--- config.mk ---
export PLATFORM = sky130hd
export DESIGN_NAME = dspr_core_regs
export DESIGN_NICKNAME = d
export VERILOG_FILES = /design/src/verilog/dspr_pkg.sv /design/src/verilog/dspr_core_regs.sv /design/src/verilog/dspr_half_reg.sv
export SDC_FILE = /design/constraint.sdc
export NUM_CORES = 2
export LEC_CHECK = 0
export ABC_AREA = 1
export BUFFER_PORTS_ARGS = -buffer_cell sky130_fd_sc_hd__buf_2
export CAP_MARGIN = 20
export CORE_MARGIN = 2
export CORE_UTILIZATION = 45
export CTS_BUF_LIST = sky130_fd_sc_hd__clkbuf_16
export CTS_CLUSTER_SIZE = 14
export DETAILED_ROUTE_END_ITERATION = 6
export PLACE_DENSITY = 0.65
export SLEW_MARGIN = 20
export SYNTH_ARGS = -nofsm -noshare
export SYNTH_HDL_FRONTEND = slang
export SYNTH_SLANG_ARGS = --single-unit
--- constraint.sdc ---
create_clock -name clock -period 33.7 [get_ports clock]
set_input_delay 6.74 -clock clock [delete_from_list [all_inputs] [get_ports clock]]
set_output_delay 6.74 -clock clock [all_outputs]
set_load 0.01 [all_outputs]
--- src/verilog/dspr_pkg.sv ---
// How it works
// [RULE1] Multiplicand is 32 bits, two halves
// [RULE2] Product halves written or read separately
// [RULE3] Accumulator whole or as 16-bit halves
// [RULE4] Dedicated stack pointer addresses the stack
// [RULE5] Eight auxiliary pointers, 32 bits each
// [RULE6] Low-half auxiliary access keeps upper half
// [RULE7] Program counter is 22 bits wide
// [RULE8] Special call saves return, pushes old
// [RULE9] Special return uses register, refills from stack
// [RULE10] Special return 4 cycles, stack return 8
// [RULE11] Ordinary call and return bypass register
// [RULE12] Each enable bit gates one interrupt line
// [RULE13] Sixteen interrupt lines, one bit each
// [RULE14] Debug enables select interrupts while halted
// [RULE15] Flag register holds pending requests, core register
// [RULE16] Page pointer is standalone 16-bit register
// [RULE17] Program address bus has 22 signals
// [RULE18] Data address path has 32 signals
// [RULE19] Separate program, data-read, data-write buses
// [RULE20] Mode clear: 64-word pages, full pointer
// [RULE21] Mode set: 128-word pages, pointer bit0 ignored
// [RULE22] Stack pointer steps by stored word count
package dspr_pkg;
	localparam int WORD_W = 32;
	localparam int HALF_W = 16;
	localparam int PC_W = 22;
	localparam int SP_W = 16;
	localparam int DP_W = 16;
	localparam int IRQ_N = 16;
	localparam int NUM_AUX = 8;
	localparam int NUM_HALF_REGS = 11;
	localparam int ADDR_W = 8;
	localparam int IDX_W = 6;
	// Register indices; the byte address is four times the index
	localparam logic [5:0] IDX_MULT = 6'h00;
	localparam logic [5:0] IDX_PROD = 6'h01;
	localparam logic [5:0] IDX_ACC = 6'h02;
	localparam logic [5:0] IDX_AUX0 = 6'h03;
	localparam logic [5:0] IDX_SP = 6'h0B;
	localparam logic [5:0] IDX_DP = 6'h0C;
	localparam logic [5:0] IDX_PC = 6'h0D;
	localparam logic [5:0] IDX_RPC = 6'h0E;
	localparam logic [5:0] IDX_IER = 6'h0F;
	localparam logic [5:0] IDX_DEBUG_INTERRUPT_ENABLE_REG = 6'h10;
	localparam logic [5:0] IDX_IFR = 6'h11;
	localparam logic [5:0] IDX_CTRL = 6'h12;
	localparam logic [5:0] IDX_STAT = 6'h13;
	// Field positions
	localparam int CTRL_ADDRESSING_MODE_SELECT_BIT = 0;
	localparam int STAT_BUSY_BIT = 0;
	localparam int STAT_IRQ_BIT = 1;
	localparam int STAT_HALT_BIT = 2;
	localparam int PAGE64_OFF_W = 6;
	localparam int PAGE128_OFF_W = 7;
	// Reset values
	localparam logic [31:0] WORD_RST = 32'h0000_0000;
	localparam logic [15:0] HALF_RST = 16'h0000;
	localparam logic [21:0] PC_RST = 22'h00_0000;
	localparam logic [15:0] SP_RST = 16'h0400;
	// One stack entry is a 32-bit value, two 16-bit words
	localparam logic [15:0] STACK_WORDS = 16'h0002;
	// Return latencies in clock cycles
	localparam logic [3:0] RET_RPC_CYC = 4'h4;
	localparam logic [3:0] RET_STK_CYC = 4'h8;
	localparam logic [3:0] CNT_MAX = 4'hF;

	typedef enum logic [2:0] {
		FLOW_NONE,
		FLOW_JUMP,
		FLOW_CALL,
		FLOW_RET,
		FLOW_CALL_RPC,
		FLOW_RET_RPC
	} dspr_flow_op_t;

	typedef struct packed {
		logic valid;
		logic [5:0] sel;
		logic lo;
		logic hi;
		logic [31:0] data;
	} dspr_wr_t;

	typedef struct packed {
		dspr_flow_op_t op;
		logic [21:0] target;
		logic [21:0] ret;
	} dspr_flow_t;

	typedef struct packed {
		logic req;
		logic [31:0] addr;
		logic [31:0] data;
	} dspr_mreq_t;

	typedef struct packed {
		logic valid;
		logic [3:0] num;
	} dspr_irq_t;
endpackage : dspr_pkg
--- src/verilog/dspr_core_regs.sv ---
// Our own choices: the Avalon-MM interface to the registers and the placing of the registers.
`timescale 1ns/1ns
module dspr_core_regs (
	input wire logic clock,
	input wire logic rst,
	input wire logic [dspr_pkg::ADDR_W-1:0] avs_address,
	input wire logic avs_read,
	input wire logic avs_write,
	input wire logic [31:0] avs_writedata,
	input wire logic [3:0] avs_byteenable,
	output logic [31:0] avs_readdata,
	output logic avs_waitrequest,
	input wire dspr_pkg::dspr_wr_t core_wr,
	input wire logic [dspr_pkg::IDX_W-1:0] core_rd_sel,
	output logic [31:0] core_rdata,
	input wire dspr_pkg::dspr_flow_t flow_in,
	output logic flow_ready,
	output logic flow_done,
	output logic [dspr_pkg::PC_W-1:0] prog_addr,
	output dspr_pkg::dspr_mreq_t dw_bus,
	input wire logic dw_ready,
	output dspr_pkg::dspr_mreq_t dr_bus,
	input wire logic dr_valid,
	input wire logic [31:0] dr_data,
	input wire logic [dspr_pkg::PAGE128_OFF_W-1:0] dir_off,
	output logic [31:0] dir_addr,
	input wire logic [dspr_pkg::IRQ_N-1:0] irq_in,
	input wire logic dbg_halt,
	input wire dspr_pkg::dspr_irq_t int_ack,
	output dspr_pkg::dspr_irq_t int_out
);
	import dspr_pkg::*;

	typedef enum logic [1:0] {
		FS_IDLE,
		FS_PUSH,
		FS_POP,
		FS_HOLD
	} dspr_fstate_t;

	dspr_fstate_t state_r;
	logic ack_r;
	logic [31:0] rdata_r;
	logic [31:0] core_rdata_r;
	logic [31:0] half_q [NUM_HALF_REGS];
	logic [PC_W-1:0] pc_r;
	logic [PC_W-1:0] rpc_r;
	logic [SP_W-1:0] sp_r;
	logic [DP_W-1:0] dp_r;
	logic [IRQ_N-1:0] ier_r;
	logic [IRQ_N-1:0] debug_interrupt_enable_reg_r;
	logic [IRQ_N-1:0] ifr_r;
	logic [IRQ_N-1:0] ifr_nxt;
	logic [IRQ_N-1:0] ifr_clr;
	logic [IRQ_N-1:0] elig;
	logic addressing_mode_select_r;
	logic [3:0] cnt_r;
	logic [3:0] lim_r;
	logic pop_to_pc_r;
	logic done_r;
	dspr_mreq_t dw_r;
	dspr_mreq_t dr_r;
	dspr_irq_t int_r;
	logic [31:0] dir_r;
	logic [IDX_W-1:0] bus_idx;
	logic bus_take;
	logic wr_v;
	logic [IDX_W-1:0] wr_sel;
	logic wr_lo;
	logic wr_hi;
	logic [31:0] wr_data;
	logic accept;
	logic push_done;
	logic pop_done;
	logic [3:0] pick;

	// Bus slave handshake: one wait cycle, and the bus yields to a core write
	// so that the two never land in the same register on the same edge
	assign bus_idx = avs_address[ADDR_W-1:2];
	assign avs_waitrequest = ~(ack_r & ~core_wr.valid);
	assign bus_take = avs_write & ~avs_waitrequest;
	assign avs_readdata = rdata_r;

	always_ff @(posedge clock or posedge rst) begin
		if (rst) begin
			ack_r <= 1'b0;
		end else begin
			ack_r <= (avs_read | avs_write) & ~(ack_r & ~core_wr.valid);
		end
	end

	// Merged write port: core first, bus otherwise; byte lanes pick halves
	always_comb begin
		if (core_wr.valid) begin
			wr_v = 1'b1;
			wr_sel = core_wr.sel;
			wr_lo = core_wr.lo;
			wr_hi = core_wr.hi;
			wr_data = core_wr.data;
		end else begin
			wr_v = bus_take;
			wr_sel = bus_idx;
			wr_lo = |avs_byteenable[1:0];
			wr_hi = |avs_byteenable[3:2];
			wr_data = avs_writedata;
		end
	end

	// Multiplicand, product, accumulator and the eight auxiliary pointers
	// share one split-half register shape
	for (genvar gi = 0; gi < NUM_HALF_REGS; gi++) begin : g_half
		dspr_half_reg u_reg (
			.clock(clock),
			.rst(rst),
			.we_lo(wr_v && wr_lo && (wr_sel == IDX_W'(gi))), // see [RULE1] see [RULE2]
			.we_hi(wr_v && wr_hi && (wr_sel == IDX_W'(gi))), // see [RULE3] see [RULE5]
			.d(wr_data),
			.q(half_q[gi])
		);
	end

	// Readback of every register; unmapped indices read as zero
	function automatic logic [31:0] rd_mux(input logic [IDX_W-1:0] idx);
		logic [31:0] v;
		v = WORD_RST;
		if (idx < IDX_SP) begin
			v = half_q[idx[3:0]]; // see [RULE6]
		end else begin
			case (idx)
				IDX_SP: v = {16'h0000, sp_r};
				IDX_DP: v = {16'h0000, dp_r}; // see [RULE16]
				IDX_PC: v = {10'h000, pc_r};
				IDX_RPC: v = {10'h000, rpc_r};
				IDX_IER: v = {16'h0000, ier_r};
				IDX_DEBUG_INTERRUPT_ENABLE_REG: v = {16'h0000, debug_interrupt_enable_reg_r};
				IDX_IFR: v = {16'h0000, ifr_r}; // see [RULE15]
				IDX_CTRL: v = {31'h0000_0000, addressing_mode_select_r};
				IDX_STAT: v = {29'h0000_0000, dbg_halt, int_r.valid, state_r != FS_IDLE};
				default: v = WORD_RST;
			endcase
		end
		return v;
	endfunction : rd_mux

	// Read data is captured in the wait cycle and stands while ack is high
	always_ff @(posedge clock or posedge rst) begin
		if (rst) begin
			rdata_r <= WORD_RST;
		end else if (avs_read && !ack_r) begin
			rdata_r <= rd_mux(bus_idx);
		end
	end

	// Core read port, one cycle behind its select
	always_ff @(posedge clock or posedge rst) begin
		if (rst) begin
			core_rdata_r <= WORD_RST;
		end else begin
			core_rdata_r <= rd_mux(core_rd_sel);
		end
	end
	assign core_rdata = core_rdata_r;

	// Plain control words: 16-bit page pointer and enables, one-bit mode select
	always_ff @(posedge clock or posedge rst) begin
		if (rst) begin
			dp_r <= HALF_RST;
			ier_r <= HALF_RST;
			debug_interrupt_enable_reg_r <= HALF_RST;
			addressing_mode_select_r <= 1'b0;
		end else if (wr_v && wr_lo) begin
			case (wr_sel)
				IDX_DP: dp_r <= wr_data[15:0]; // see [RULE16]
				IDX_IER: ier_r <= wr_data[15:0];
				IDX_DEBUG_INTERRUPT_ENABLE_REG: debug_interrupt_enable_reg_r <= wr_data[15:0];
				IDX_CTRL: addressing_mode_select_r <= wr_data[CTRL_ADDRESSING_MODE_SELECT_BIT];
				default: ;
			endcase
		end
	end

	// Flow engine: accepted only when idle
	assign flow_ready = (state_r == FS_IDLE);
	assign accept = flow_ready && (flow_in.op != FLOW_NONE);
	assign push_done = (state_r == FS_PUSH) && dw_ready;
	assign pop_done = (state_r == FS_POP) && dr_valid;

	always_ff @(posedge clock or posedge rst) begin
		if (rst) begin
			state_r <= FS_IDLE;
			cnt_r <= 4'h0;
			lim_r <= 4'h0;
			pop_to_pc_r <= 1'b0;
			done_r <= 1'b0;
			dw_r <= '0;
			dr_r <= '0;
		end else begin
			done_r <= 1'b0;
			if (cnt_r != CNT_MAX) begin
				cnt_r <= cnt_r + 4'h1;
			end
			case (state_r)
				FS_IDLE: begin
					if (accept) begin
						cnt_r <= 4'h1;
						case (flow_in.op)
							FLOW_JUMP: begin
								done_r <= 1'b1;
							end
							FLOW_CALL: begin
								// Return address goes straight to the stack
								dw_r <= '{1'b1, {16'h0000, sp_r}, {10'h000, flow_in.ret}}; // see [RULE11]
								state_r <= FS_PUSH;
							end
							FLOW_CALL_RPC: begin
								// Old return register content is what gets pushed
								dw_r <= '{1'b1, {16'h0000, sp_r}, {10'h000, rpc_r}}; // see [RULE8]
								state_r <= FS_PUSH;
							end
							FLOW_RET: begin
								dr_r <= '{1'b1, {16'h0000, sp_r - STACK_WORDS}, WORD_RST}; // see [RULE11]
								pop_to_pc_r <= 1'b1;
								lim_r <= RET_STK_CYC; // see [RULE10]
								state_r <= FS_POP;
							end
							FLOW_RET_RPC: begin
								dr_r <= '{1'b1, {16'h0000, sp_r - STACK_WORDS}, WORD_RST}; // see [RULE9]
								pop_to_pc_r <= 1'b0;
								lim_r <= RET_RPC_CYC; // see [RULE10]
								state_r <= FS_POP;
							end
							default: ;
						endcase
					end
				end
				FS_PUSH: begin
					if (dw_ready) begin
						dw_r.req <= 1'b0;
						done_r <= 1'b1;
						state_r <= FS_IDLE;
					end
				end
				FS_POP: begin
					if (dr_valid) begin
						dr_r.req <= 1'b0;
						state_r <= FS_HOLD;
					end
				end
				FS_HOLD: begin
					// Done is registered, so it is raised one count early to show on the limit
					if (cnt_r >= lim_r - 4'h1) begin
						done_r <= 1'b1; // see [RULE10]
						state_r <= FS_IDLE;
					end
				end
				default: state_r <= FS_IDLE;
			endcase
		end
	end
	assign flow_done = done_r;
	assign dw_bus = dw_r;
	assign dr_bus = dr_r;

	// Program counter: only the flow engine moves it
	always_ff @(posedge clock or posedge rst) begin
		if (rst) begin
			pc_r <= PC_RST;
		end else if (accept && (flow_in.op == FLOW_RET_RPC)) begin
			pc_r <= rpc_r; // see [RULE9]
		end else if (accept && (flow_in.op != FLOW_RET)) begin
			pc_r <= flow_in.target; // see [RULE7]
		end else if (pop_done && pop_to_pc_r) begin
			pc_r <= dr_data[PC_W-1:0];
		end
	end
	assign prog_addr = pc_r; // see [RULE17] see [RULE19]

	// Return register: ordinary calls and returns never touch it
	always_ff @(posedge clock or posedge rst) begin
		if (rst) begin
			rpc_r <= PC_RST;
		end else if (accept && (flow_in.op == FLOW_CALL_RPC)) begin
			rpc_r <= flow_in.ret; // see [RULE8]
		end else if (pop_done && !pop_to_pc_r) begin
			rpc_r <= dr_data[PC_W-1:0]; // see [RULE9]
		end
	end

	// Stack pointer: stack traffic wins over a port write in the same cycle
	always_ff @(posedge clock or posedge rst) begin
		if (rst) begin
			sp_r <= SP_RST;
		end else if (push_done) begin
			sp_r <= sp_r + STACK_WORDS; // see [RULE22]
		end else if (pop_done) begin
			sp_r <= sp_r - STACK_WORDS; // see [RULE4] see [RULE22]
		end else if (wr_v && wr_lo && (wr_sel == IDX_SP)) begin
			sp_r <= wr_data[15:0];
		end
	end

	// Direct address: page size follows the mode select
	always_ff @(posedge clock or posedge rst) begin
		if (rst) begin
			dir_r <= WORD_RST;
		end else if (addressing_mode_select_r) begin
			dir_r <= {10'h000, dp_r[15:1], dir_off}; // see [RULE21] see [RULE18]
		end else begin
			dir_r <= {10'h000, dp_r, dir_off[PAGE64_OFF_W-1:0]}; // see [RULE20]
		end
	end
	assign dir_addr = dir_r;

	// Flag clears: write one to clear, plus the acknowledged line
	always_comb begin
		ifr_clr = '0;
		if (wr_v && wr_lo && (wr_sel == IDX_IFR)) begin
			ifr_clr = wr_data[15:0];
		end
		if (int_ack.valid) begin
			ifr_clr = ifr_clr | (16'h0001 << int_ack.num);
		end
		// A request in the clearing cycle survives
		ifr_nxt = (ifr_r & ~ifr_clr) | irq_in; // see [RULE15]
	end

	always_ff @(posedge clock or posedge rst) begin
		if (rst) begin
			ifr_r <= HALF_RST;
		end else begin
			ifr_r <= ifr_nxt; // see [RULE13]
		end
	end

	// While halted only lines also enabled for debug may be taken
	assign elig = ifr_r & ier_r & (dbg_halt ? debug_interrupt_enable_reg_r : 16'hFFFF); // see [RULE12] see [RULE14]

	// Lowest line number has priority
	always_comb begin
		pick = 4'h0;
		for (int i = IRQ_N - 1; i >= 0; i--) begin
			if (elig[i]) begin
				pick = 4'(i);
			end
		end
	end

	always_ff @(posedge clock or posedge rst) begin
		if (rst) begin
			int_r <= '0;
		end else begin
			int_r <= '{|elig, pick}; // see [RULE12]
		end
	end
	assign int_out = int_r;
endmodule : dspr_core_regs

--- src/verilog/dspr_half_reg.sv ---
`timescale 1ns/1ns
module dspr_half_reg (
	input wire logic clock,
	input wire logic rst,
	input wire logic we_lo,
	input wire logic we_hi,
	input wire logic [31:0] d,
	output logic [31:0] q
);
	import dspr_pkg::*;
	// Low half, written alone leaves the high half alone
	always_ff @(posedge clock or posedge rst) begin
		if (rst) begin
			q[15:0] <= HALF_RST;
		end else if (we_lo) begin
			q[15:0] <= d[15:0]; // see [RULE6]
		end
	end

	// High half, independent of the low half
	always_ff @(posedge clock or posedge rst) begin
		if (rst) begin
			q[31:16] <= HALF_RST;
		end else if (we_hi) begin
			q[31:16] <= d[31:16];
		end
	end
endmodule : dspr_half_reg

# Word-level counts from Yosys, hierarchy flattened
# Cells that the tools add are included.
[totals] reg_bits=663 output_inout_bits=256 wordCells=251 input_bits=205
[classes] bitwise=14 reduce_logical=63 n_eq_ne=51 magnitude_cmp=5 addsub=4 shift=1 mux=67
[op_table] op="22-bit case mux with 9 select lines" count=2
[op_table] op="32-bit binary-select mux with 4-bit select" count=2
[op_table] op="32-bit two-way mux" count=7
[op_table] op="65-bit two-way mux" count=3
[op_table] op="65-bit case mux with 2 select lines" count=1
[op_table] op="22-bit two-way mux" count=5
[op_table] op="6-bit by 4-bit == test with 1-bit output (second input constant)" count=16
[op_table] op="16-bit two-way mux" count=6
[op_table] op="4-bit two-way mux" count=19
[op_table] op="6-bit by 5-bit == test with 1-bit output (second input constant)" count=11
[op_table] op="16-bit bitwise AND" count=3
[op_table] op="1-bit logical AND" count=35
[op_table] op="16-bit bitwise OR" count=2
[op_table] op="6-bit by 3-bit == test with 1-bit output (second input constant)" count=4
[op_table] op="16-bit by 2-bit adder with 16-bit output (second input constant)" count=1
[op_table] op="16-bit NOT" count=1
[op_table] op="16-bit OR reduction" count=1
[op_table] op="1-bit by 4-bit << shifter with 16-bit output (first input constant)" count=1
[op_table] op="16-bit by 2-bit subtractor with 16-bit output (second input constant)" count=1
[op_table] op="6-bit by 2-bit == test with 1-bit output (second input constant)" count=2
[op_table] op="6-bit by 4-bit < comparator with 1-bit output (second input constant)" count=2
[op_table] op="2-bit nonzero test" count=6
[op_table] op="5-bit greater-or-equal comparator (second input constant)" count=2
[op_table] op="4-bit NOT with 5-bit output" count=2
[op_table] op="36 further kinds" count=70

# Depth between registers and ports, before layout
[logic_depth] ltp_word=18 mapped_depth=17 ltp_nobuf=17

# Cells and area by module
# Synthesis repeated with hierarchy kept, for this count alone.
[unflattened] hier_cells=4413 hier_area_um2=34144.0
[modules_own_cells] mod="dspr_core_regs" cells_each=2906 n_inst=1 seq_area_each_um2=7058.0 area_per_inst_um2=20215.6
[modules_own_cells] mod="dspr_half_reg" cells_each=137 n_inst=11 seq_area_each_um2=800.8 area_per_inst_um2=1266.2

# Least setup slack after synthesis
# Ideal clock, no wire load.
[synth_timing] path_kind="input port to output port" startpoint="input core_wr[40] in the netlist's numbering" endpoint="output avs_waitrequest" arrival_ns=7.795 path_buffers=3 slack_ns=19.165 stages=5 required_ns=26.960 path_cell_list="clkbuf_1 > buf_1 > clkbuf_1 > nor2_1 > inv_1"
[synth_between] elab_chain_cells=3
[synth_lines] element="start: declaration" line="dspr_core_regs.sv:13" rtl="input wire dspr_pkg::dspr_wr_t core_wr,"
[synth_lines] element="1-bit NOT" line="dspr_core_regs.sv:80" rtl="assign avs_waitrequest = ~(ack_r & ~core_wr.valid);"
[synth_lines] element="1-bit bitwise AND" line="dspr_core_regs.sv:80"
[synth_lines] element="1-bit NOT" line="dspr_core_regs.sv:80"
[synth_lines] element="end: declaration" line="dspr_core_regs.sv:12" rtl="output logic avs_waitrequest,"
# Every way passes these cells.

# Worst setup path after layout
# Ends and elaborated chain as after synthesis.

==> out/results.tsv <==
stage	metric	value	unit
outcome	outcome	completed	
sta	post-route-min-period	14180	ps
pwr	power.leakage	17.4	nW
worst_hold_path	hold_depth	0	
synth	synth-simple-area-share	0.171	
sta	rsz0062_at_grt	false	
floorplanning	design.core.area	0.0712	sq mm
clock_network	cts_buffer_depth	3	
clock_network	postCtsSetupBuffers	0	
sta	timing.final.crit_share	0.421	
clock_network	path_clk_slew	50	ps
routing	via_per_inst	5.95	
final_layout	fillers	6871	
synth	ys_ff_latch	634	
pwr	seqPwrFrac	0.422	
worst_setup_path	critical_path.max_fanout	18	
synth	post_synth_fa_ha_maj_area_fraction	0.00194	
clock_network	cts_tree	built	
routing	via_count	31100	
pwr	comb_power_share	0.248	
global_route	grt_max_degree	173	
sta	setup_viol	0	
pwr	pwr-share-clk	0.331	
routing	wl_per_cell	24.3	um
floorplanning	initial_core_util	0.453	
final_layout	drive_above_1_share	0.139	
routing	firstDrtPassIters	6	
synth	synth-edff-count	0	
synth	synth-main-ff-cell	dfrtp_1	
worst_setup_path	start_kind	input port	
clock_network	numCtsBuffers	71	
routing	drt_iter0_markers	3316	
clock_network	worstSkewPairLatency	620	ps
final_layout	fin_util	0.521	
global_route	grt_pass1_vias	29300	
sta	worst_pin_slew	1140	ps
clock_network	cts_root_buf	clkbuf_16	
synth	async_flop_share	1.00	
sta	fin_setup_tns	0	ps
placed_design	gp_congestion	0.975	
pwr	p_int	1.59	mW
clock_network	cts_max_level	3	
worst_hold_path	min_from	dp_r[5]	
synth	synth_seq_area_share	0.492	
synth	synth_top_family_by_area	compound AO/OA/AOI/OAI gates	
worst_setup_path	reg2reg_slack	30230	ps
worst_hold_path	hp-class	reg -> reg	
pwr	powerDensity	66.0	mW/mm^2
floorplanning	die_h	272	um
final_layout	layout_commonest_cell	nand2_1	
sta	drv_slew	0	
final_layout	regArea	0.0159	sq mm
worst_hold_path	hold-path-endpoint	dir_addr[11]	
placed_design	io_buffers	364	
synth	synthMuxAreaShare	0.00159	
sta	fin_skew	25.4	ps
global_route	antenna_found_initial	6	
pwr	power.total	2.45	mW
synth	syn_area	0.0323	sq mm
worst_setup_path	required	26960	ps
worst_setup_path	crit_path_end_kind	output pin	
worst_setup_path	r2r_start	state_r[0]	
clock_network	cts_resized	0	
floorplanning	fp.dieW	272	um
floorplanning	die_area	0.0739	sq mm
run	cap_viol_max_count	0	
placed_design	post-dp-hpwl	83100	um
worst_setup_path	cp.arrival	7440	ps
floorplanning	io_pins	461	
worst_setup_path	worst_r2r_path_depth	9	
routing	wl	127000	um
pwr	switching_share	0.350	
routing	postRouteAntennaNets	0	
worst_setup_path	crit_type	in -> out	
final_layout	multiInputGateArea	0.0138	sq mm
sta	hold_viol_final	0	
synth	yosys.area_share.xor_xnor	0.00326	
global_route	track_usage	0.335	
synth	synth.avg_cell_area	8.13	sq um
global_route	grt_overflow	0	
routing	drc_errors	0	
floorplanning	fp-row-count	98	
global_route	grt_pass1_wl	187000	um
final_layout	area_growth	15.0	%
sta	max_slew_margin	0.230	
final_layout	nets	4435	
pwr	power_switching	856	uW
pwr	vdd_drop_max	0.0326	mV
clock_network	holdBufCountCts	0	
synth	synth_compound_area_frac	0.236	
sta	fmax	70.5	MHz
final_layout	mostFrequentLayoutCells	nand2_1, dfrtp_1, o21ai_0	
clock_network	clock_sinks	634	
synth	ys_warn_count	0	
worst_setup_path	reg2reg_to	sp_r[12]	
synth	yosysUniqueCellTypes	51	
synth	synthCells	3970	
## sequential cells by signal, indices dropped and copies added (netlist names)
| name | count |
|---|---|
| g_half.u_reg.q | 352 |
| dw_bus | 39 |
| avs_readdata | 32 |
| core_rdata | 32 |
| dir_addr | 22 |
| prog_addr | 22 |
| rpc_r | 22 |
| dr_bus | 17 |
| debug_interrupt_enable_reg_r | 16 |
| dp_r | 16 |
| ier_r | 16 |
| ifr_r | 16 |
| sp_r | 16 |
| int_out | 5 |
| cnt_r | 4 |
| state_r | 2 |
| ack_r | 1 |
| addressing_mode_select_r | 1 |
| flow_done | 1 |
| lim_r | 1 |
| pop_to_pc_r | 1 |
## synth_stat cells, types with 3 or more instances
cell type	instances	area share
buf_1	12	0.0014
a21oi_1	120	0.019
nor2_1	130	0.015
inv_2	8	0.00093
xor2_1	12	0.0033
nor4_1	4	0.00078
a22o_1	7	0.0019
or2_2	5	0.00097
inv_1	363	0.042
nand2_1	1055	0.12
mux2i_1	4	0.0012
o211ai_1	43	0.010
a211oi_1	3	0.00070
nand3_1	171	0.027
o21ai_1	8	0.0012
o21ai_0	531	0.082
o221ai_1	164	0.044
o2111ai_1	18	0.0049
a22oi_1	172	0.040
a221oi_1	36	0.0098
o21bai_1	16	0.0037
clkinv_1	5	0.00058
buf_4	86	0.020
a31oi_1	12	0.0023
nand4_1	7	0.0014
o311ai_0	12	0.0033
dfrtp_1	633	0.49
nor3_1	10	0.0016
nor2_2	3	0.00058
o31ai_1	4	0.00093
buf_2	17	0.0026
clkbuf_1	228	0.027
o22ai_1	44	0.0085
ha_1	5	0.0019
## cell type report
type,instances,share of cell area
Tap cell,950,0.0320
Antenna cell,2,0.000135
Clock buffer,75,0.0506
Timing Repair Buffer,442,0.0660
Inverter,376,0.0382
Sequential cell,634,0.427
Clock inverter,54,0.0141
Multi-Input combinational cell,2700,0.372
## per-stage QoR
| step | hold WS [ps] | instances | setup WS (ps) | cell area (sq um) |
|---|---|---|---|---|
| detailed placement | 431 | 5101 | 19530 | 34700 |
| global route | 459 | 5231 | 19470 | 37100 |
| finish | 444 | 5233 | 19520 | 37100 |
| floorplan | 395 | 4053 | 9200 | 32600 |
| global placement | 423 | 5101 | 19520 | 34700 |
| CTS | 445 | 5230 | 19530 | 37100 |
## cell families (layout without fill, tap and decap cells)
logic type      count (synthesis)  count (layout)
xor+xnor                       12              12
fa+ha+maj                       5               5
mux                             5               5
buf+inv                       719             947
other cells                     1              86
compound gates               1202            1202
simple gates                 1392            1392
flops                         634             634
## routing by layer
layer	routed length, um	global-route usage
met1	49800	0.437
met2	55800	0.514
met3	13300	0.0771
met4	8020	0.193
met5	40	0
## critical path, cell delays in order
cell    delay, ps
buf_2          80
buf_4         320
nor2_1        110
inv_1          60
buf_2         120
## power by group through the flow
stage / logic, mW / clock network [mW] / registers (mW)
final: 0.607 / 0.810 / 1.03
after global placement: 0.586 / 0 / 1.04
after CTS: 0.597 / 0.816 / 1.03
after detailed placement: 0.594 / 0 / 1.04
after global routing: 0.668 / 0.847 / 1.05
after floorplan: 0.351 / 0 / 1.03
## how the worst max path moves through the flow
| stage | from | to | slack [ps] | depth (start not counted) |
|---|---|---|---|---|
| floorplan | rst | ack_r | 9200 | 1 |
| global placement | core_wr[40] | avs_waitrequest | 19520 | 5 |
| detailed placement | core_wr[40] | avs_waitrequest | 19530 | 5 |
| CTS | core_wr[40] | avs_waitrequest | 19530 | 5 |
| global route | core_wr[40] | avs_waitrequest | 19470 | 5 |
| finish | core_wr[40] | avs_waitrequest | 19520 | 5 |
No activity file was read; power rests on OpenSTA's default activity.
